$ cat src/rtl/pin_function_defs.svh
// Purpose: offsets, field positions, reset values and codes of the pin function block
// Assumes: included by bare name from the package and the design files
// Notes: registers are one aligned 32-bit word each, data in bits 7:0
`ifndef PIN_FUNCTION_DEFS_SVH
`define PIN_FUNCTION_DEFS_SVH

`define PF_REG_COUNT 17
`define PF_PIN_COUNT 34
`define PF_ADDR_W 8
`define PF_DATA_W 32
`define PF_SEL_W 3
`define PF_HI_LSB 4
`define PF_LO_LSB 0
`define PF_RESET_VALUE 8'h00
`define PF_SEG_PIN_BASE 2

`define PF_OFS_PORT_B_FUNCTION_3 8'h00
`define PF_OFS_PORT_B_FUNCTION_4 8'h04
`define PF_OFS_PORT_C_FUNCTION_1 8'h08
`define PF_OFS_PORT_C_FUNCTION_2 8'h0c
`define PF_OFS_PORT_C_FUNCTION_3 8'h10
`define PF_OFS_PORT_C_FUNCTION_4 8'h14
`define PF_OFS_PORT_D_FUNCTION_1 8'h18
`define PF_OFS_PORT_D_FUNCTION_2 8'h1c
`define PF_OFS_PORT_D_FUNCTION_3 8'h20
`define PF_OFS_PORT_D_FUNCTION_4 8'h24
`define PF_OFS_PORT_E_FUNCTION_1 8'h28
`define PF_OFS_PORT_E_FUNCTION_2 8'h2c
`define PF_OFS_PORT_E_FUNCTION_3 8'h30
`define PF_OFS_PORT_E_FUNCTION_4 8'h34
`define PF_OFS_PORT_F_FUNCTION_1 8'h38
`define PF_OFS_PORT_F_FUNCTION_2 8'h3c
`define PF_OFS_PORT_F_FUNCTION_3 8'h40
`define PF_OFS_RESERVED_STATUS 8'h44

`define PF_CODE_PORT 3'h0
`define PF_CODE_ALT1 3'h1
`define PF_CODE_ALT2 3'h2
`define PF_CODE_ALT3 3'h3

`endif

$ cat src/rtl/pin_function_pkg.sv
// Purpose: types shared by the pin function block
// Assumes: pin_function_defs.svh for the sizes
// Notes: drive bundles go peripheral to pin, sense bundles pin to peripheral
`include "pin_function_defs.svh"

package pin_function_pkg;

  typedef logic [`PF_SEL_W-1:0] pin_sel_t;

  typedef struct packed {
    logic out;
    logic oe;
  } drive_t;

  typedef struct packed {
    drive_t mosi;
    drive_t miso;
    drive_t sclk;
    drive_t ss;
  } spi_drive_t;

  typedef struct packed {
    logic mosi;
    logic miso;
    logic sclk;
    logic ss;
  } spi_sense_t;

  typedef struct packed {
    drive_t spi0_sclk;
    drive_t spi0_ss;
    drive_t i2c_scl;
    drive_t i2c_sda;
    spi_drive_t spi1;
    spi_drive_t spi2;
    drive_t timer_channel_0;
    drive_t timer_channel_1;
    logic uart1_tx;
    logic uart2_tx;
    logic uart3_tx;
    logic system_clock_output;
    logic [31:0] segment_line;
  } periph_drive_t;

  typedef struct packed {
    logic [7:0] keyboard_input;
    logic spi0_sclk;
    logic spi0_ss;
    logic i2c_scl;
    logic i2c_sda;
    spi_sense_t spi1;
    spi_sense_t spi2;
    logic timer_channel_0;
    logic timer_channel_1;
    logic pulse_counter_channel_0;
    logic pulse_counter_channel_1;
    logic uart1_rx;
    logic uart2_rx;
    logic uart3_rx;
  } periph_sense_t;

endpackage

$ cat src/rtl/port_pin_function_select.sv
// Purpose: pin function multiplexer for pins B4-B7, C0-C7, D0-D7, E0-E7, F0-F5
// Assumes: 25 MHz i_clk; pin index 0 is B4, counting up to F5 at 33
// Notes: pin outputs are registered, so every route adds one cycle
//
// Notes on behaviour
// - B5 high field: port, keyboard 5, spi0 select, i2c data; rest reserved.
// - B4 low field: port, keyboard 4, spi0 clock, i2c clock; rest reserved.
// - B7 high field: port, keyboard 7, uart2 transmit, segment 1.
// - B6 low field: port, keyboard 6, uart2 receive, segment 0.
// - C1/C0: port, spi1 miso/mosi, segments 3/2; 011 up reserved.
// - C3/C2: port, spi1 select/clock, segments 5/4; 011 up reserved.
// - C5/C4: port, timer channels, uart1 tx/rx, segments 7/6.
// - C7/C6: port, pulse counter channels, uart3 tx/rx, segments 9/8.
// - D1/D0: port, keyboard 1/0, spi2 miso/mosi, segments 11/10.
// - D3/D2: port, keyboard 3/2, spi2 select/clock, segments 13/12.
// - D5: clock output at 010, segment 15; D4: segment 14 at 010.
// - D7/D6: port, keyboard 7/6, segments 17/16; 011 up reserved.
// - E1/E0: port or segments 19/18; 010 up reserved.
// - E3/E2: port or segments 21/20; 010 up reserved.
// - E5/E4: port, 001 reserved, segments 23/22 at 010.
// - E7/E6: port, 001 reserved, segments 25/24 at 010.
// - F1/F0: port or segments 27/26; 010 up reserved.
// - F3/F2: port or segments 29/28; 010 up reserved.
// - F5/F4: port or segments 31/30; 010 up reserved.
// - every function register resets to zero, all pins plain port.
// - port input path sees the pin for every selection.
`timescale 1ns/1ps
`default_nettype none
`include "pin_function_defs.svh"

module port_pin_function_select #(
  parameter int PIN_COUNT = `PF_PIN_COUNT
) (
  input wire logic i_clk,
  input wire logic i_resetn,
  input wire logic i_wb_cyc,
  input wire logic i_wb_stb,
  input wire logic i_wb_we,
  input wire logic [`PF_ADDR_W-1:0] i_wb_adr,
  input wire logic [`PF_DATA_W-1:0] i_wb_dat,
  input wire logic [3:0] i_wb_sel,
  output logic [`PF_DATA_W-1:0] o_wb_dat,
  output logic o_wb_ack,
  input wire logic [PIN_COUNT-1:0] i_pin_in,
  output logic [PIN_COUNT-1:0] o_pin_out,
  output logic [PIN_COUNT-1:0] o_pin_oe,
  input wire logic [PIN_COUNT-1:0] i_port_out,
  input wire logic [PIN_COUNT-1:0] i_port_oe,
  output logic [PIN_COUNT-1:0] o_port_in,
  input wire pin_function_pkg::periph_drive_t i_periph_drive,
  output pin_function_pkg::periph_sense_t o_periph_sense
);

  localparam int B4 = 0;
  localparam int B5 = 1;
  localparam int B6 = 2;
  localparam int B7 = 3;
  localparam int C0 = 4;
  localparam int C1 = 5;
  localparam int C2 = 6;
  localparam int C3 = 7;
  localparam int C4 = 8;
  localparam int C5 = 9;
  localparam int C6 = 10;
  localparam int C7 = 11;
  localparam int D0 = 12;
  localparam int D1 = 13;
  localparam int D2 = 14;
  localparam int D3 = 15;
  localparam int D4 = 16;
  localparam int D5 = 17;
  localparam int D6 = 18;
  localparam int D7 = 19;
  localparam int E0 = 20;
  localparam int E4 = 24;
  localparam int E7 = 27;
  localparam int F0 = 28;

  logic rst_meta_r;
  logic rst_sync_r;
  logic [PIN_COUNT-1:0] pin_meta_r;
  logic [PIN_COUNT-1:0] pin_sync_r;
  logic [PIN_COUNT-1:0] pin_out_r;
  logic [PIN_COUNT-1:0] pin_oe_r;
  logic [PIN_COUNT-1:0] pin_out_nxt;
  logic [PIN_COUNT-1:0] pin_oe_nxt;
  logic [PIN_COUNT-1:0] rsvd;
  pin_function_pkg::pin_sel_t [PIN_COUNT-1:0] sel;
  pin_function_pkg::periph_sense_t sense_r;
  pin_function_pkg::periph_sense_t sense_nxt;
  pin_function_pkg::periph_drive_t pd;

  assign pd = i_periph_drive;

  // reset enters asynchronously, leaves synchronously
  always_ff @(posedge i_clk or negedge i_resetn) begin
    if (!i_resetn) begin
      rst_meta_r <= 1'b0;
      rst_sync_r <= 1'b0;
    end else begin
      rst_meta_r <= 1'b1;
      rst_sync_r <= rst_meta_r;
    end
  end

  pin_function_regs u_regs (
    .i_clk(i_clk),
    .i_rst_n(rst_sync_r),
    .i_wb_cyc(i_wb_cyc),
    .i_wb_stb(i_wb_stb),
    .i_wb_we(i_wb_we),
    .i_wb_adr(i_wb_adr),
    .i_wb_dat(i_wb_dat),
    .i_wb_sel(i_wb_sel),
    .i_reserved_any(|rsvd),
    .o_wb_dat(o_wb_dat),
    .o_wb_ack(o_wb_ack),
    .o_sel(sel)
  );

  // segment drive code per pin, port only where a pin has no segment line
  function automatic logic [2:0] seg_code(input int p);
    if (p < B6) begin
      seg_code = `PF_CODE_PORT;
    end else if (p < C0) begin
      seg_code = `PF_CODE_ALT3;
    end else if (p < C4) begin
      seg_code = `PF_CODE_ALT2;
    end else if (p < D4) begin
      seg_code = `PF_CODE_ALT3;
    end else if (p == D5) begin
      seg_code = `PF_CODE_ALT3;
    end else if (p < E0) begin
      seg_code = `PF_CODE_ALT2;
    end else if (p < E4) begin
      seg_code = `PF_CODE_ALT1;
    end else if (p < F0) begin
      seg_code = `PF_CODE_ALT2;
    end else begin
      seg_code = `PF_CODE_ALT1;
    end
  endfunction

  // highest defined code per pin; E4-E7 also hold 001 reserved
  function automatic logic is_reserved(input int p, input logic [2:0] c);
    logic [2:0] top;
    top = seg_code(p);
    if (p < B6 || p == D4 || (p >= C4 && p < D4)) begin
      top = `PF_CODE_ALT3;
    end
    if (p == D4) begin
      top = `PF_CODE_ALT2;
    end
    is_reserved = (c > top) || (p >= E4 && p <= E7 && c == `PF_CODE_ALT1);
  endfunction

  function automatic logic tap(input logic [2:0] s, input logic lvl, input logic [2:0] c);
    tap = (s == c) & lvl;
  endfunction

  always_comb begin
    for (int p = 0; p < PIN_COUNT; p++) begin
      rsvd[p] = is_reserved(p, sel[p]);
    end
  end

  // two flops on every pin before anything looks at it
  always_ff @(posedge i_clk or negedge rst_sync_r) begin
    if (!rst_sync_r) begin
      pin_meta_r <= '0;
      pin_sync_r <= '0;
    end else begin
      pin_meta_r <= i_pin_in;
      pin_sync_r <= pin_meta_r;
    end
  end

  // input buffer never gated by the selection
  assign o_port_in = pin_sync_r;

  // output routing; reserved codes fall through with no drive
  always_comb begin
    pin_out_nxt = '0;
    pin_oe_nxt = '0;
    for (int p = 0; p < PIN_COUNT; p++) begin
      if (sel[p] == `PF_CODE_PORT) begin
        pin_out_nxt[p] = i_port_out[p];
        pin_oe_nxt[p] = i_port_oe[p];
      end else if (!rsvd[p]) begin
        if (p >= `PF_SEG_PIN_BASE && sel[p] == seg_code(p)) begin
          pin_out_nxt[p] = pd.segment_line[p - `PF_SEG_PIN_BASE];
          pin_oe_nxt[p] = 1'b1;
        end
        case (p)
          B4: begin
            if (sel[p] == `PF_CODE_ALT2) begin
              {pin_out_nxt[p], pin_oe_nxt[p]} = pd.spi0_sclk;
            end else if (sel[p] == `PF_CODE_ALT3) begin
              {pin_out_nxt[p], pin_oe_nxt[p]} = pd.i2c_scl;
            end
          end
          B5: begin
            if (sel[p] == `PF_CODE_ALT2) begin
              {pin_out_nxt[p], pin_oe_nxt[p]} = pd.spi0_ss;
            end else if (sel[p] == `PF_CODE_ALT3) begin
              {pin_out_nxt[p], pin_oe_nxt[p]} = pd.i2c_sda;
            end
          end
          B7: begin
            if (sel[p] == `PF_CODE_ALT2) begin
              pin_out_nxt[p] = pd.uart2_tx;
              pin_oe_nxt[p] = 1'b1;
            end
          end
          C0: begin
            if (sel[p] == `PF_CODE_ALT1) begin
              {pin_out_nxt[p], pin_oe_nxt[p]} = pd.spi1.mosi;
            end
          end
          C1: begin
            if (sel[p] == `PF_CODE_ALT1) begin
              {pin_out_nxt[p], pin_oe_nxt[p]} = pd.spi1.miso;
            end
          end
          C2: begin
            if (sel[p] == `PF_CODE_ALT1) begin
              {pin_out_nxt[p], pin_oe_nxt[p]} = pd.spi1.sclk;
            end
          end
          C3: begin
            if (sel[p] == `PF_CODE_ALT1) begin
              {pin_out_nxt[p], pin_oe_nxt[p]} = pd.spi1.ss;
            end
          end
          C4: begin
            if (sel[p] == `PF_CODE_ALT1) begin
              {pin_out_nxt[p], pin_oe_nxt[p]} = pd.timer_channel_0;
            end
          end
          C5: begin
            if (sel[p] == `PF_CODE_ALT1) begin
              {pin_out_nxt[p], pin_oe_nxt[p]} = pd.timer_channel_1;
            end else if (sel[p] == `PF_CODE_ALT2) begin
              pin_out_nxt[p] = pd.uart1_tx;
              pin_oe_nxt[p] = 1'b1;
            end
          end
          C7: begin
            if (sel[p] == `PF_CODE_ALT2) begin
              pin_out_nxt[p] = pd.uart3_tx;
              pin_oe_nxt[p] = 1'b1;
            end
          end
          D0: begin
            if (sel[p] == `PF_CODE_ALT2) begin
              {pin_out_nxt[p], pin_oe_nxt[p]} = pd.spi2.mosi;
            end
          end
          D1: begin
            if (sel[p] == `PF_CODE_ALT2) begin
              {pin_out_nxt[p], pin_oe_nxt[p]} = pd.spi2.miso;
            end
          end
          D2: begin
            if (sel[p] == `PF_CODE_ALT2) begin
              {pin_out_nxt[p], pin_oe_nxt[p]} = pd.spi2.sclk;
            end
          end
          D3: begin
            if (sel[p] == `PF_CODE_ALT2) begin
              {pin_out_nxt[p], pin_oe_nxt[p]} = pd.spi2.ss;
            end
          end
          D5: begin
            if (sel[p] == `PF_CODE_ALT2) begin
              pin_out_nxt[p] = pd.system_clock_output;
              pin_oe_nxt[p] = 1'b1;
            end
          end
          default: begin
          end
        endcase
      end
    end
  end

  // input-only functions leave drive off; peripherals see zero when not routed
  always_comb begin
    sense_nxt = '0;
    sense_nxt.keyboard_input[0] = tap(sel[D0], pin_sync_r[D0], `PF_CODE_ALT1);
    sense_nxt.keyboard_input[1] = tap(sel[D1], pin_sync_r[D1], `PF_CODE_ALT1);
    sense_nxt.keyboard_input[2] = tap(sel[D2], pin_sync_r[D2], `PF_CODE_ALT1);
    sense_nxt.keyboard_input[3] = tap(sel[D3], pin_sync_r[D3], `PF_CODE_ALT1);
    sense_nxt.keyboard_input[4] = tap(sel[B4], pin_sync_r[B4], `PF_CODE_ALT1) |
                                  tap(sel[D4], pin_sync_r[D4], `PF_CODE_ALT1);
    sense_nxt.keyboard_input[5] = tap(sel[B5], pin_sync_r[B5], `PF_CODE_ALT1) |
                                  tap(sel[D5], pin_sync_r[D5], `PF_CODE_ALT1);
    sense_nxt.keyboard_input[6] = tap(sel[B6], pin_sync_r[B6], `PF_CODE_ALT1) |
                                  tap(sel[D6], pin_sync_r[D6], `PF_CODE_ALT1);
    sense_nxt.keyboard_input[7] = tap(sel[B7], pin_sync_r[B7], `PF_CODE_ALT1) |
                                  tap(sel[D7], pin_sync_r[D7], `PF_CODE_ALT1);
    sense_nxt.spi0_sclk = tap(sel[B4], pin_sync_r[B4], `PF_CODE_ALT2);
    sense_nxt.i2c_scl = tap(sel[B4], pin_sync_r[B4], `PF_CODE_ALT3);
    sense_nxt.spi0_ss = tap(sel[B5], pin_sync_r[B5], `PF_CODE_ALT2);
    sense_nxt.i2c_sda = tap(sel[B5], pin_sync_r[B5], `PF_CODE_ALT3);
    sense_nxt.uart2_rx = tap(sel[B6], pin_sync_r[B6], `PF_CODE_ALT2);
    sense_nxt.spi1.mosi = tap(sel[C0], pin_sync_r[C0], `PF_CODE_ALT1);
    sense_nxt.spi1.miso = tap(sel[C1], pin_sync_r[C1], `PF_CODE_ALT1);
    sense_nxt.spi1.sclk = tap(sel[C2], pin_sync_r[C2], `PF_CODE_ALT1);
    sense_nxt.spi1.ss = tap(sel[C3], pin_sync_r[C3], `PF_CODE_ALT1);
    sense_nxt.timer_channel_0 = tap(sel[C4], pin_sync_r[C4], `PF_CODE_ALT1);
    sense_nxt.timer_channel_1 = tap(sel[C5], pin_sync_r[C5], `PF_CODE_ALT1);
    sense_nxt.uart1_rx = tap(sel[C4], pin_sync_r[C4], `PF_CODE_ALT2);
    sense_nxt.pulse_counter_channel_0 = tap(sel[C6], pin_sync_r[C6], `PF_CODE_ALT1);
    sense_nxt.pulse_counter_channel_1 = tap(sel[C7], pin_sync_r[C7], `PF_CODE_ALT1);
    sense_nxt.uart3_rx = tap(sel[C6], pin_sync_r[C6], `PF_CODE_ALT2);
    sense_nxt.spi2.mosi = tap(sel[D0], pin_sync_r[D0], `PF_CODE_ALT2);
    sense_nxt.spi2.miso = tap(sel[D1], pin_sync_r[D1], `PF_CODE_ALT2);
    sense_nxt.spi2.sclk = tap(sel[D2], pin_sync_r[D2], `PF_CODE_ALT2);
    sense_nxt.spi2.ss = tap(sel[D3], pin_sync_r[D3], `PF_CODE_ALT2);
  end

  always_ff @(posedge i_clk or negedge rst_sync_r) begin
    if (!rst_sync_r) begin
      pin_out_r <= '0;
      pin_oe_r <= '0;
    end else begin
      pin_out_r <= pin_out_nxt;
      pin_oe_r <= pin_oe_nxt;
    end
  end

  always_ff @(posedge i_clk or negedge rst_sync_r) begin
    if (!rst_sync_r) begin
      sense_r <= '0;
    end else begin
      sense_r <= sense_nxt;
    end
  end

  assign o_pin_out = pin_out_r;
  assign o_pin_oe = pin_oe_r;
  assign o_periph_sense = sense_r;

endmodule

`default_nettype wire

$ cat src/rtl/pin_function_regs.sv
// Purpose: classic wishbone slave holding the pin function registers
// Assumes: reset already synchronised by the top
// Notes: one wait state; writes land on the edge that samples ack
`timescale 1ns/1ps
`default_nettype none
`include "pin_function_defs.svh"

module pin_function_regs (
  input wire logic i_clk,
  input wire logic i_rst_n,
  input wire logic i_wb_cyc,
  input wire logic i_wb_stb,
  input wire logic i_wb_we,
  input wire logic [`PF_ADDR_W-1:0] i_wb_adr,
  input wire logic [`PF_DATA_W-1:0] i_wb_dat,
  input wire logic [3:0] i_wb_sel,
  input wire logic i_reserved_any,
  output logic [`PF_DATA_W-1:0] o_wb_dat,
  output logic o_wb_ack,
  output pin_function_pkg::pin_sel_t [`PF_PIN_COUNT-1:0] o_sel
);

  localparam int REGS = `PF_REG_COUNT;

  logic [7:0] fn_r [REGS];
  logic ack_r;
  logic [`PF_DATA_W-1:0] rdat_r;
  logic [5:0] dec;
  logic [4:0] idx;
  logic hit;
  logic req;

  // offset to register index; unmapped gives hit low
  function automatic logic [5:0] decode(input logic [`PF_ADDR_W-1:0] a);
    case (a)
      `PF_OFS_PORT_B_FUNCTION_3: decode = {1'b1, 5'd0};
      `PF_OFS_PORT_B_FUNCTION_4: decode = {1'b1, 5'd1};
      `PF_OFS_PORT_C_FUNCTION_1: decode = {1'b1, 5'd2};
      `PF_OFS_PORT_C_FUNCTION_2: decode = {1'b1, 5'd3};
      `PF_OFS_PORT_C_FUNCTION_3: decode = {1'b1, 5'd4};
      `PF_OFS_PORT_C_FUNCTION_4: decode = {1'b1, 5'd5};
      `PF_OFS_PORT_D_FUNCTION_1: decode = {1'b1, 5'd6};
      `PF_OFS_PORT_D_FUNCTION_2: decode = {1'b1, 5'd7};
      `PF_OFS_PORT_D_FUNCTION_3: decode = {1'b1, 5'd8};
      `PF_OFS_PORT_D_FUNCTION_4: decode = {1'b1, 5'd9};
      `PF_OFS_PORT_E_FUNCTION_1: decode = {1'b1, 5'd10};
      `PF_OFS_PORT_E_FUNCTION_2: decode = {1'b1, 5'd11};
      `PF_OFS_PORT_E_FUNCTION_3: decode = {1'b1, 5'd12};
      `PF_OFS_PORT_E_FUNCTION_4: decode = {1'b1, 5'd13};
      `PF_OFS_PORT_F_FUNCTION_1: decode = {1'b1, 5'd14};
      `PF_OFS_PORT_F_FUNCTION_2: decode = {1'b1, 5'd15};
      `PF_OFS_PORT_F_FUNCTION_3: decode = {1'b1, 5'd16};
      default: decode = 6'h00;
    endcase
  endfunction

  assign dec = decode(i_wb_adr);
  assign hit = dec[5];
  assign idx = dec[4:0];
  assign req = i_wb_cyc & i_wb_stb;

  always_ff @(posedge i_clk or negedge i_rst_n) begin
    if (!i_rst_n) begin
      ack_r <= 1'b0;
    end else begin
      ack_r <= req & ~ack_r;
    end
  end

  // bits 7 and 3 read zero whatever was written
  always_ff @(posedge i_clk or negedge i_rst_n) begin
    if (!i_rst_n) begin
      rdat_r <= 32'h0000_0000;
    end else if (req && !ack_r) begin
      rdat_r <= 32'h0000_0000;
      if (hit) begin
        rdat_r[7:0] <= fn_r[idx] & 8'h77;
      end else if (i_wb_adr == `PF_OFS_RESERVED_STATUS) begin
        rdat_r[0] <= i_reserved_any;
      end
    end
  end

  always_ff @(posedge i_clk or negedge i_rst_n) begin
    if (!i_rst_n) begin
      for (int r = 0; r < REGS; r++) begin
        fn_r[r] <= `PF_RESET_VALUE;
      end
    end else if (req && ack_r && i_wb_we && hit && i_wb_sel[0]) begin
      fn_r[idx] <= i_wb_dat[7:0] & 8'h77;
    end
  end

  always_comb begin
    for (int r = 0; r < REGS; r++) begin
      o_sel[2*r] = fn_r[r][`PF_LO_LSB +: `PF_SEL_W];
      o_sel[2*r+1] = fn_r[r][`PF_HI_LSB +: `PF_SEL_W];
    end
  end

  assign o_wb_ack = ack_r;
  assign o_wb_dat = rdat_r;

endmodule

`default_nettype wire

$ cat config.mk
export PLATFORM = sky130hd
export DESIGN_NAME = port_pin_function_select
export DESIGN_NICKNAME = d
export VERILOG_FILES = /design/src/rtl/pin_function_pkg.sv /design/src/rtl/port_pin_function_select.sv /design/src/rtl/pin_function_regs.sv
export VERILOG_INCLUDE_DIRS = /design/src /design/src/rtl
export SDC_FILE = /design/constraint.sdc
export NUM_CORES = 1
export LEC_CHECK = 0
export BUFFER_PORTS_ARGS = -buffer_cell sky130_fd_sc_hd__clkbuf_2
export CAP_MARGIN = 25
export CORE_UTILIZATION = 54
export CTS_BUF_LIST = sky130_fd_sc_hd__clkbuf_8 sky130_fd_sc_hd__clkbuf_16
export DETAILED_ROUTE_END_ITERATION = 10
export GPL_ROUTABILITY_DRIVEN = 0
export PLACE_DENSITY = 0.85
export SLEW_MARGIN = 20
export SYNTH_ARGS = -nofsm -noshare
export SYNTH_HDL_FRONTEND = slang
export SYNTH_SLANG_ARGS = --single-unit
export TNS_END_PERCENT = 30
$ cat constraint.sdc
create_clock -name i_clk -period 12.49 [get_ports i_clk]
set_input_delay 0.6245 -clock i_clk [delete_from_list [all_inputs] [get_ports i_clk]]
set_output_delay 0.6245 -clock i_clk [all_outputs]
set_load 0.01 [all_outputs]
==> results of run 1 <==
-- registers in the layout, indices dropped and copies added (netlist names) --
register	count
pin_meta_r	34
u_regs.o_wb_ack	1
u_regs.o_sel	102
u_regs.o_wb_dat	6
o_pin_oe	34
rst_sync_r	1
o_periph_sense	27
o_port_in	34
o_pin_out	34
rst_meta_r	1
-- worst max-delay path, delay by kind of cell --
kind / cells / cell delay (ps)
multiplexers: 1 / 380
AO/OA/AOI/OAI: 1 / 250
AND/OR/NAND/NOR: 3 / 1260
buffers and inverters: 2 / 450
-- per-stage QoR --
stage           util  instances  total power (uW)  setup WS (ps)
2_1_floorplan      -        925              1000           4290
3_3_place_gp   0.639       1460              1060           9520
3_5_place_dp   0.639       1460              1060           9470
4_1_cts        0.685       1509              1900          10020
5_1_grt        0.688       1511              1950           9750
6_report       0.688       1511              1880           9930
-- per-layer routing --
layer,vias up,global-route usage
met1,4273,0.344
met3,77,0.0603
met5,-,0
li1,3833,-
met2,435,0.473
met4,0,0.0906
-- placed cells by master, fill, tap and decap left out, drive strengths merged, types with 17 or more instances in the layout --
master / synthesis / routed
a21oi: 25 / 25
nand2: 49 / 49
o21ai: 26 / 26
conb: 2 / 27
clkbuf: 23 / 354
mux2: 107 / 107
mux2i: 49 / 49
dfrtp: 274 / 274
nor2: 96 / 96
nor3: 39 / 39
inv: 11 / 18
nor4bb: 17 / 17
-- repair_timing --
action	in CTS	in global routing
gates resized for setup	0	0
hold buffers	1	0
hold endpoints to repair	2	0
-- path summary, 6_finish.rpt --
kind	end	slack (ps)	depth (start not counted)
hold reg to reg	o_pin_oe[17]$_DFF_PN0_	240	0
min in group asynchronous	o_pin_oe[17]$_DFF_PN0_	240	0
setup reg to reg	u_regs.o_sel[8]$_DFFE_PN0P_	10180	5
hold / removal	pin_meta_r[10]$_DFF_PN0_	190	1
max in group asynchronous	u_regs.o_sel[51]$_DFFE_PN0P_	10880	2
setup / recovery	u_regs.o_sel[20]$_DFFE_PN0P_	9930	7
-- cell families after synthesis --
logic type	synth area share
AOI/OAI and AO/OA	0.0708
buffers and inverters	0.0360
DFF	0.610
muxes	0.153
other	0.000668
and+or+nand+nor	0.130
-- power breakdown --
group / leakage, uW / internal [uW] / switching (uW)
Sequential: 0.00348 / 912 / 10.9
Clock: 0.000485 / 503 / 330
Combinational: 0.00303 / 51.0 / 74.1
-- area by class of cell --
type,instances,area (sq um),share of cell area
Tap cell,270,338,0.0242
Clock inverter,15,150,0.0107
Timing Repair Buffer,328,1710,0.123
Multi-Input combinational cell,580,4080,0.292
Inverter,11,41.3,0.00296
Sequential cell,274,6860,0.491
Clock buffer,33,781,0.0559
==> results_dict.tcl, run 1 <==
set metrics [dict create \
    nFillCells 1528 \
    io_pins 377 \
    area_growth_pct 24.2 \
    synth_top_area_share 0.610 \
    tightestPinTransition_ps 730 \
    numCtsBuffers 28 \
    hold_path_startpoint "i_pin_in[10]" \
    ir_drop_uv 125 \
    synth-edff-count 0 \
    cp_max_fo 31 \
    netlist_top_cells_area "dfrtp_1, mux2_2, mux2i_1, nor2_1, buf_4" \
    cts_buffer_depth 3 \
    coreArea_sq_mm 0.0203 \
    grt_pass1_vias 8563 \
    crit_chain "clkbuf_2, nor4_1, nand3_1, o21ai_4, inv_1, nand2_1, mux2_2" \
    grtUsageTotal 0.275 \
    die_area_sq_mm 0.0214 \
    fin_hold_ws_ps 188 \
    place_area_sq_mm 0.0130 \
    layout_min_cycle_time_ps 2560 \
    avgSynthCellArea_sq_um 12.5 \
    routed_wl_mm 29.4 \
    crit_type "input port to register" \
    fmax_mhz 390 \
    io_buffers 321 \
    maxSlewHeadroom 0.513 \
    cts_root_buffer "clkbuf_16" \
    synth_flop_cell "dfrtp_1" \
    num_vias 8618 \
    wl_met2_mm 14.8 \
    vias_per_cell 5.70 \
    clock_latency_ps 540 \
    status "finished clean" \
    setup_tns_ps 0 \
    rsz0062_at_grt "no" \
    worstSetupStartpoint "i_wb_adr[2]" \
    drc 0 \
    ys_ff_latch 274 \
    wl_met1_mm 11.4 \
    crit_required_ps 12900 \
    postSynthCellCount 900 \
    fin_area_sq_mm 0.0140 \
    yosys.cell_types.count 58 \
    cts_tree "built" \
    antenna_cells 0 \
    start_util 0.554 \
    finClkSkew_ps 17.2 \
    drtAntennaViolNets 0 \
    routed.top_layer "met4" \
    wire_per_inst_um 19.5 \
    die_h_um 146 \
    antenna_found_initial 0 \
    drt_pass1_iterations 5 \
    worst_hold_path_type "input port to register" \
    yosys_warnings 0 \
    synth_area_sq_mm 0.0112 \
    timing.rr.start "u_regs.o_wb_ack$_DFF_PN0_" \
    power_leakage_uw 0.00700 \
    ys_top_cells_by_count "dfrtp_1, mux2_2, nor2_1" \
    power_density_mw_per_mm2 135 \
    drv_cap 0 \
    hpwl_mm 20.8 \
    cp-end-kind "register" \
    postCtsSetupBuffers 0 \
    final-setup-viol-count 0 \
    async_flop_share 1.00 \
    clk_pin_slew_ps 60 \
    cpPeakStageDelay_ps 660 \
    drtIter0Drc 500 \
    critPathLaunchType "input port" \
    period_share 0.205 \
    cts_max_level 1 \
    crit_arrival_ps 2970 \
    yosys.cell_count.top_type "dfrtp_1" \
    rows 52 \
    slew_violations 0 \
    met3_length_mm 2.35 \
    die_w_um 146 \
    slowest_stage "nor4_1" \
    grt-ovfl-total 0 \
    grt_pass1_wl_mm 45.9 \
    cts.sinks 274 \
    synth_area_leader_cell "dfrtp_1" \
    final_layout_size_suffix_gt1_frac 0.398 \
    nets 1438 \
    grt_max_degree 195 \
    hold_violations 0 \
    yosysSeqAreaShare 0.610 \
]
(Power assumes the default switching activity.)
==> run 2, diff against run 1 <==
--- a/config.mk
+++ b/config.mk
@@ -8,11 +8,11 @@
 export LEC_CHECK = 0
 export BUFFER_PORTS_ARGS = -buffer_cell sky130_fd_sc_hd__clkbuf_2
 export CAP_MARGIN = 25
-export CORE_UTILIZATION = 54
+export CORE_UTILIZATION = 46
 export CTS_BUF_LIST = sky130_fd_sc_hd__clkbuf_8 sky130_fd_sc_hd__clkbuf_16
 export DETAILED_ROUTE_END_ITERATION = 10
 export GPL_ROUTABILITY_DRIVEN = 0
-export PLACE_DENSITY = 0.85
+export PLACE_DENSITY = 0.77
 export SLEW_MARGIN = 20
 export SYNTH_ARGS = -nofsm -noshare
 export SYNTH_HDL_FRONTEND = slang
==> constraint.sdc (replaced) <==
create_clock -name i_clk -period 2.3 [get_ports i_clk]
set_input_delay 0.115 -clock i_clk [delete_from_list [all_inputs] [get_ports i_clk]]
set_output_delay 0.115 -clock i_clk [all_outputs]
set_load 0.01 [all_outputs]
==> run 2 against run 1 <==
  * Clock-buffer cell count grew 5
  * Setup slack got worse by 9700 ps
  * Global-route usage shrank 0.60 points
  * Worst hold slack worse by 140 ps
  * Die area grew 17%
  * Cell area grew 11%
  * Clock skew down 6.8 ps
  * Clock power rose to 5.2 times the previous value
==> results_dict.tcl, run 2 (synthesis gave the netlist of run 1 again) <==
set metrics [dict create \
    rsz0062_at_grt "no" \
    io_pins 377 \
    cts_tree "built" \
    power_density_mw_per_mm2 659 \
    nets 1598 \
    cts_buffer_depth 3 \
    antenna_cells 0 \
    coreArea_sq_mm 0.0238 \
    grt-ovfl-total 0 \
    numCtsBuffers 28 \
    clock_latency_ps 530 \
    ir_drop_uv 448 \
    antenna_found_initial 0 \
    grt_pass1_wl_mm 51.1 \
    r2r-end "u_regs.o_sel[6]$_DFFE_PN0P_" \
    status "finished clean" \
    critPathLaunchType "register" \
    wire_per_inst_um 19.4 \
    io_buffers 321 \
    grt_max_degree 68 \
    crit_top_cell "nor2_1" \
    layout_min_cycle_time_ps 2100 \
    hold_violations 0 \
    die_h_um 158 \
    start_util 0.474 \
    cp-end-kind "register" \
    slew_violations 0 \
    area_growth_pct 38.4 \
    fmax_mhz 476 \
    hold-path-endpoint "o_pin_out[9]$_DFF_PN0_" \
    cp_max_fo 7 \
    rows 56 \
    holdPathStages 3 \
    crit_required_ps 2710 \
    grtUsageTotal 0.268 \
    final_layout_size_suffix_gt1_frac 0.362 \
    cts.sinks 274 \
    layout_common_cells "clkbuf_2, dfrtp_1, dlygate4sd3_1, mux2_2, nor2_1" \
    worst_hold_path_type "input port to register" \
    timing.rr.start "u_regs.o_wb_ack$_DFF_PN0_" \
    final-setup-viol-count 0 \
    reg2reg_slack_ps 200 \
    drtIter0Drc 685 \
    num_vias 9259 \
    die_w_um 158 \
    power_leakage_uw 0.00767 \
    hpwl_mm 22.3 \
    tightestPinTransition_ps 631 \
    crit_arrival_ps 2510 \
    hold_path_startpoint "i_periph_drive[37]" \
    drv_cap 0 \
    place_area_sq_mm 0.0132 \
    clk_pin_slew_ps 60 \
    cts.repair.resized 0 \
    maxSlewHeadroom 0.578 \
    fin_area_sq_mm 0.0156 \
    finClkSkew_ps 10.4 \
    routed_wl_mm 33.5 \
    vias_per_cell 5.37 \
    slowest_stage "nor2_1" \
    final_common_cell "clkbuf_2" \
    power_uw 10300 \
    crit_type "register to register" \
    drtAntennaViolNets 0 \
    largest_reg_flops 102 \
    drc 0 \
    cpPeakStageDelay_ps 590 \
    crit_chain "nand3_1, nor2_1, buf_4, nand3b_1, nor2_1, mux2_2" \
    drt_pass1_iterations 6 \
    period_share 0.912 \
    cts_max_level 1 \
    die_area_sq_mm 0.0251 \
    reg2regPathDepth 6 \
    cts_root_buffer "clkbuf_16" \
    grt_pass1_vias 9525 \
]
[run 2: cell count changes in the layout (fill, tap and decap cells not counted), moves of 2 or more]
cell / delta
buf_12: +3
buf_16: -2
buf_4: +13
bufinv_16: -3
clkbuf_8: +5
dlygate4sd3_1: +146
inv_1: +3
[run 2: layout make-up]
type / count / area, sq um
inverter: 11 / 41.3
tap: 319 / 399
timing repair buffer: 488 / 3280
multi-input combinational: 580 / 4080
clock inverter: 13 / 53.8
clock buffer: 38 / 850
fill: 1793 / 8190
sequential: 274 / 6860
[run 2: routing by layer]
metal,global-route usage,wire length [um],up-vias
met5,0,0,-
met4,0.0971,1030,0
met3,0.0533,2280,77
met2,0.475,17100,419
met1,0.324,13000,4611
li1,-,-,4152
[run 2: how the worst max path moves through the flow]
stage	from	end	slack (ps)	cells after the start
final	u_regs.o_wb_ack$_DFF_PN0_	u_regs.o_sel[6]$_DFFE_PN0P_	200	6
after floorplan	rst_sync_r$_DFF_PN0_	o_periph_sense[0]$_DFF_PN0_	-440	0
after CTS	u_regs.o_wb_ack$_DFF_PN0_	u_regs.o_sel[6]$_DFFE_PN0P_	280	6
after detailed placement	i_wb_adr[4]	u_regs.o_sel[19]$_DFFE_PN0P_	190	7
after global placement	i_wb_adr[4]	u_regs.o_sel[21]$_DFFE_PN0P_	170	7
after global routing	u_regs.o_wb_ack$_DFF_PN0_	u_regs.o_sel[10]$_DFFE_PN0P_	140	6
[run 2: report_power, final]
| part | total, uW | internal (uW) | switching [uW] |
|---|---|---|---|
| sequential | 5010 | 4950 | 59.3 |
| combinational | 899 | 441 | 458 |
| clock | 4340 | 2550 | 1790 |
[run 2: what timing repair did]
item	4_1_cts	5_1_grt
buffers inserted	0	0
hold buffers	147	0
hold endpoints to repair	103	0
[run 2: worst max-delay path, delay by kind of cell (launching register included)]
kind,cells,cell delay (ps)
mux,1,410
buf+inv,1,160
simple gates,4,1030
flops,1,380
[run 2: through the flow]
| stage | hold WS (ps) | cells | util | setup TNS (ps) | setup slack [ps] |
|---|---|---|---|---|---|
| floorplan | -181 | 925 | - | -119680 | -440 |
| global placement | -86.0 | 1525 | 0.555 | 0 | 170 |
| detailed placement | -87.8 | 1525 | 0.555 | 0 | 188 |
| CTS | 33.1 | 1723 | 0.655 | 0 | 283 |
| global route | 37.2 | 1723 | 0.655 | 0 | 144 |
| finish | 44.9 | 1723 | 0.655 | 0 | 201 |
==> run 3, diff against run 2 <==
--- a/config.mk
+++ b/config.mk
@@ -8,11 +8,13 @@
 export LEC_CHECK = 0
 export BUFFER_PORTS_ARGS = -buffer_cell sky130_fd_sc_hd__clkbuf_2
 export CAP_MARGIN = 25
-export CORE_UTILIZATION = 46
+export CELL_PAD_IN_SITES_DETAIL_PLACEMENT = 1
+export CELL_PAD_IN_SITES_GLOBAL_PLACEMENT = 1
+export CORE_UTILIZATION = 35
 export CTS_BUF_LIST = sky130_fd_sc_hd__clkbuf_8 sky130_fd_sc_hd__clkbuf_16
 export DETAILED_ROUTE_END_ITERATION = 10
 export GPL_ROUTABILITY_DRIVEN = 0
-export PLACE_DENSITY = 0.77
+export PLACE_DENSITY_LB_ADDON = 0.1
 export SLEW_MARGIN = 20
 export SYNTH_ARGS = -nofsm -noshare
 export SYNTH_HDL_FRONTEND = slang
==> run 3 against run 2 <==
  * Clock-buffer cell count unchanged
  * Global-route usage decreased by 4.6 points
  * Core utilization decreased by 15 points
  * Highest routed layer unchanged
==> results_dict.tcl, run 3 (synthesis gave the netlist of run 1 again) <==
set metrics [dict create \
    finClkSkew_ps 10.8 \
    status "finished clean" \
    hold_violations 0 \
    p_seq_frac 0.466 \
    period_share 0.872 \
    drt_pass1_iterations 4 \
    power_density_mw_per_mm2 676 \
    grt_pass1_wl_mm 56.9 \
    sw_frac_of_total 0.230 \
    p_sw_uw 2480 \
    tightestPinTransition_ps 640 \
    cp-end-kind "register" \
    drc 0 \
    io_pins 377 \
    antenna_found_initial 0 \
    critPathLaunchType "register" \
    wire_per_inst_um 19.9 \
    crit_type "register to register" \
    cts_buffer_depth 3 \
    grtUsageTotal 0.222 \
    antenna_cells 0 \
    grt_max_degree 84 \
    ir_drop_uv 624 \
    fmax_mhz 498 \
    rsz0062_at_grt "no" \
    final_layout_size_suffix_gt1_frac 0.373 \
    numCtsBuffers 30 \
    fin_hold_ws_ps 91.4 \
    hpwl_mm 25.3 \
    reg2regPathDepth 5 \
    crit_required_ps 2740 \
    drtAntennaViolNets 0 \
    area_growth_pct 41.6 \
    coreArea_sq_mm 0.0316 \
    crit_chain "nand3_1, nor2_1, nand4_1, nor2_2, mux2_2" \
    power_leakage_uw 0.00779 \
    power_uw 10800 \
    rows 65 \
    largest_reg_flops 102 \
    cts_max_level 1 \
    holdPathStages 3 \
    slew_violations 0 \
    clkPwrFrac 0.449 \
    drv_cap 0 \
    layout_common_cells "clkbuf_2, dfrtp_1, dlygate4sd3_1, mux2_2, nor2_1" \
    layout_min_cycle_time_ps 2010 \
    num_vias 9107 \
    grt-ovfl-total 0 \
    die_h_um 181 \
    combPwrFrac 0.085 \
    cts_root_buffer "clkbuf_16" \
    cp_max_fo 6 \
    final_common_cell "clkbuf_2" \
    die_area_sq_mm 0.0329 \
    cts_tree "built" \
    cpPeakStageDelay_ps 410 \
    crit_arrival_ps 2450 \
    grt_pass1_vias 9916 \
    vias_per_cell 4.98 \
    nets 1618 \
    io_buffers 321 \
    reg2reg_slack_ps 290 \
    clk_pin_slew_ps 60 \
    worst_hold_path_type "input port to register" \
    drtIter0Drc 349 \
    cts.sinks 274 \
    clock_latency_ps 560 \
    routed_wl_mm 36.3 \
    die_w_um 181 \
    slowest_stage "nor2_2" \
    final-setup-viol-count 0 \
    start_util 0.356 \
    maxSlewHeadroom 0.569 \
    p_int_uw 8280 \
]
==> run 3: cell count changes in the layout (fill, tap and decap cells not counted), sizes merged <==
cell,before,now
bufinv,0,2
clkinvlp,0,2
dlygate4sd3,147,150
buf,20,35
inv,20,15
clkinv,4,8
==> run 3: final timing paths <==
kind / from / end
max: u_regs.o_wb_ack$_DFF_PN0_ / u_regs.o_sel[29]$_DFFE_PN0P_
min: i_wb_adr[6] / u_regs.o_wb_dat[5]$_DFFE_PN0P_
max reg2reg: u_regs.o_wb_ack$_DFF_PN0_ / u_regs.o_sel[29]$_DFFE_PN0P_
min reg2reg: rst_sync_r$_DFF_PN0_ / o_port_in[18]$_DFF_PN0_
max in group asynchronous: rst_sync_r$_DFF_PN0_ / o_pin_out[28]$_DFF_PN0_
min in group asynchronous: rst_sync_r$_DFF_PN0_ / o_port_in[18]$_DFF_PN0_
==> run 3: stage by stage <==
stage	TNS [ps]	std cells	utilization	setup WS [ps]	cell area [sq um]
global placement	0	1623	0.425	177	13400
floorplan	-119680	925	-	-440	11300
finish	0	1827	0.505	293	15900
global route	0	1827	0.505	143	15900
CTS	0	1827	0.505	302	15900
detailed placement	0	1623	0.425	205	13400
==> run 3: layout make-up <==
cell class,count,area (sq um)
well taps,402,503
inverters,11,41.3
flip-flops and latches,274,6860
clock buffers,38,872
fillers,3396,15600
multi-input cells,580,4080
clock inverters,16,134
repair buffers,506,3430
==> run 3: power by group through the flow <==
stage / sequential, uW / clock [uW] / combinational (uW)
finish: 5010 / 4840 / 916
global route: 5020 / 5150 / 1000
CTS: 5010 / 4960 / 917
detailed placement: 5100 / 0 / 720
global placement: 5100 / 0 / 712
floorplan: 5200 / 0 / 243
==> run 3: per-layer routing <==
layer,global-route usage,share of wire,wire [um]
met1,0.287,0.43,15600
met2,0.385,0.49,18000
met3,0.0379,0.052,1890
met4,0.0593,0.024,869
met5,0,0,0
==> run 3: critical path, delay by kind of cell (launching register included) <==
family	cells	cell delay [ps]
and+or+nand+nor	4	1150
DFF	1	360
muxes	1	380
==> run 3: what timing repair did <==
| action | in CTS | in global routing |
|---|---|---|
| hold buffers | 150 | 0 |
| gates resized for setup | 0 | 0 |
| hold endpoints to repair | 104 | 0 |
| buffers inserted | 0 | 0 |
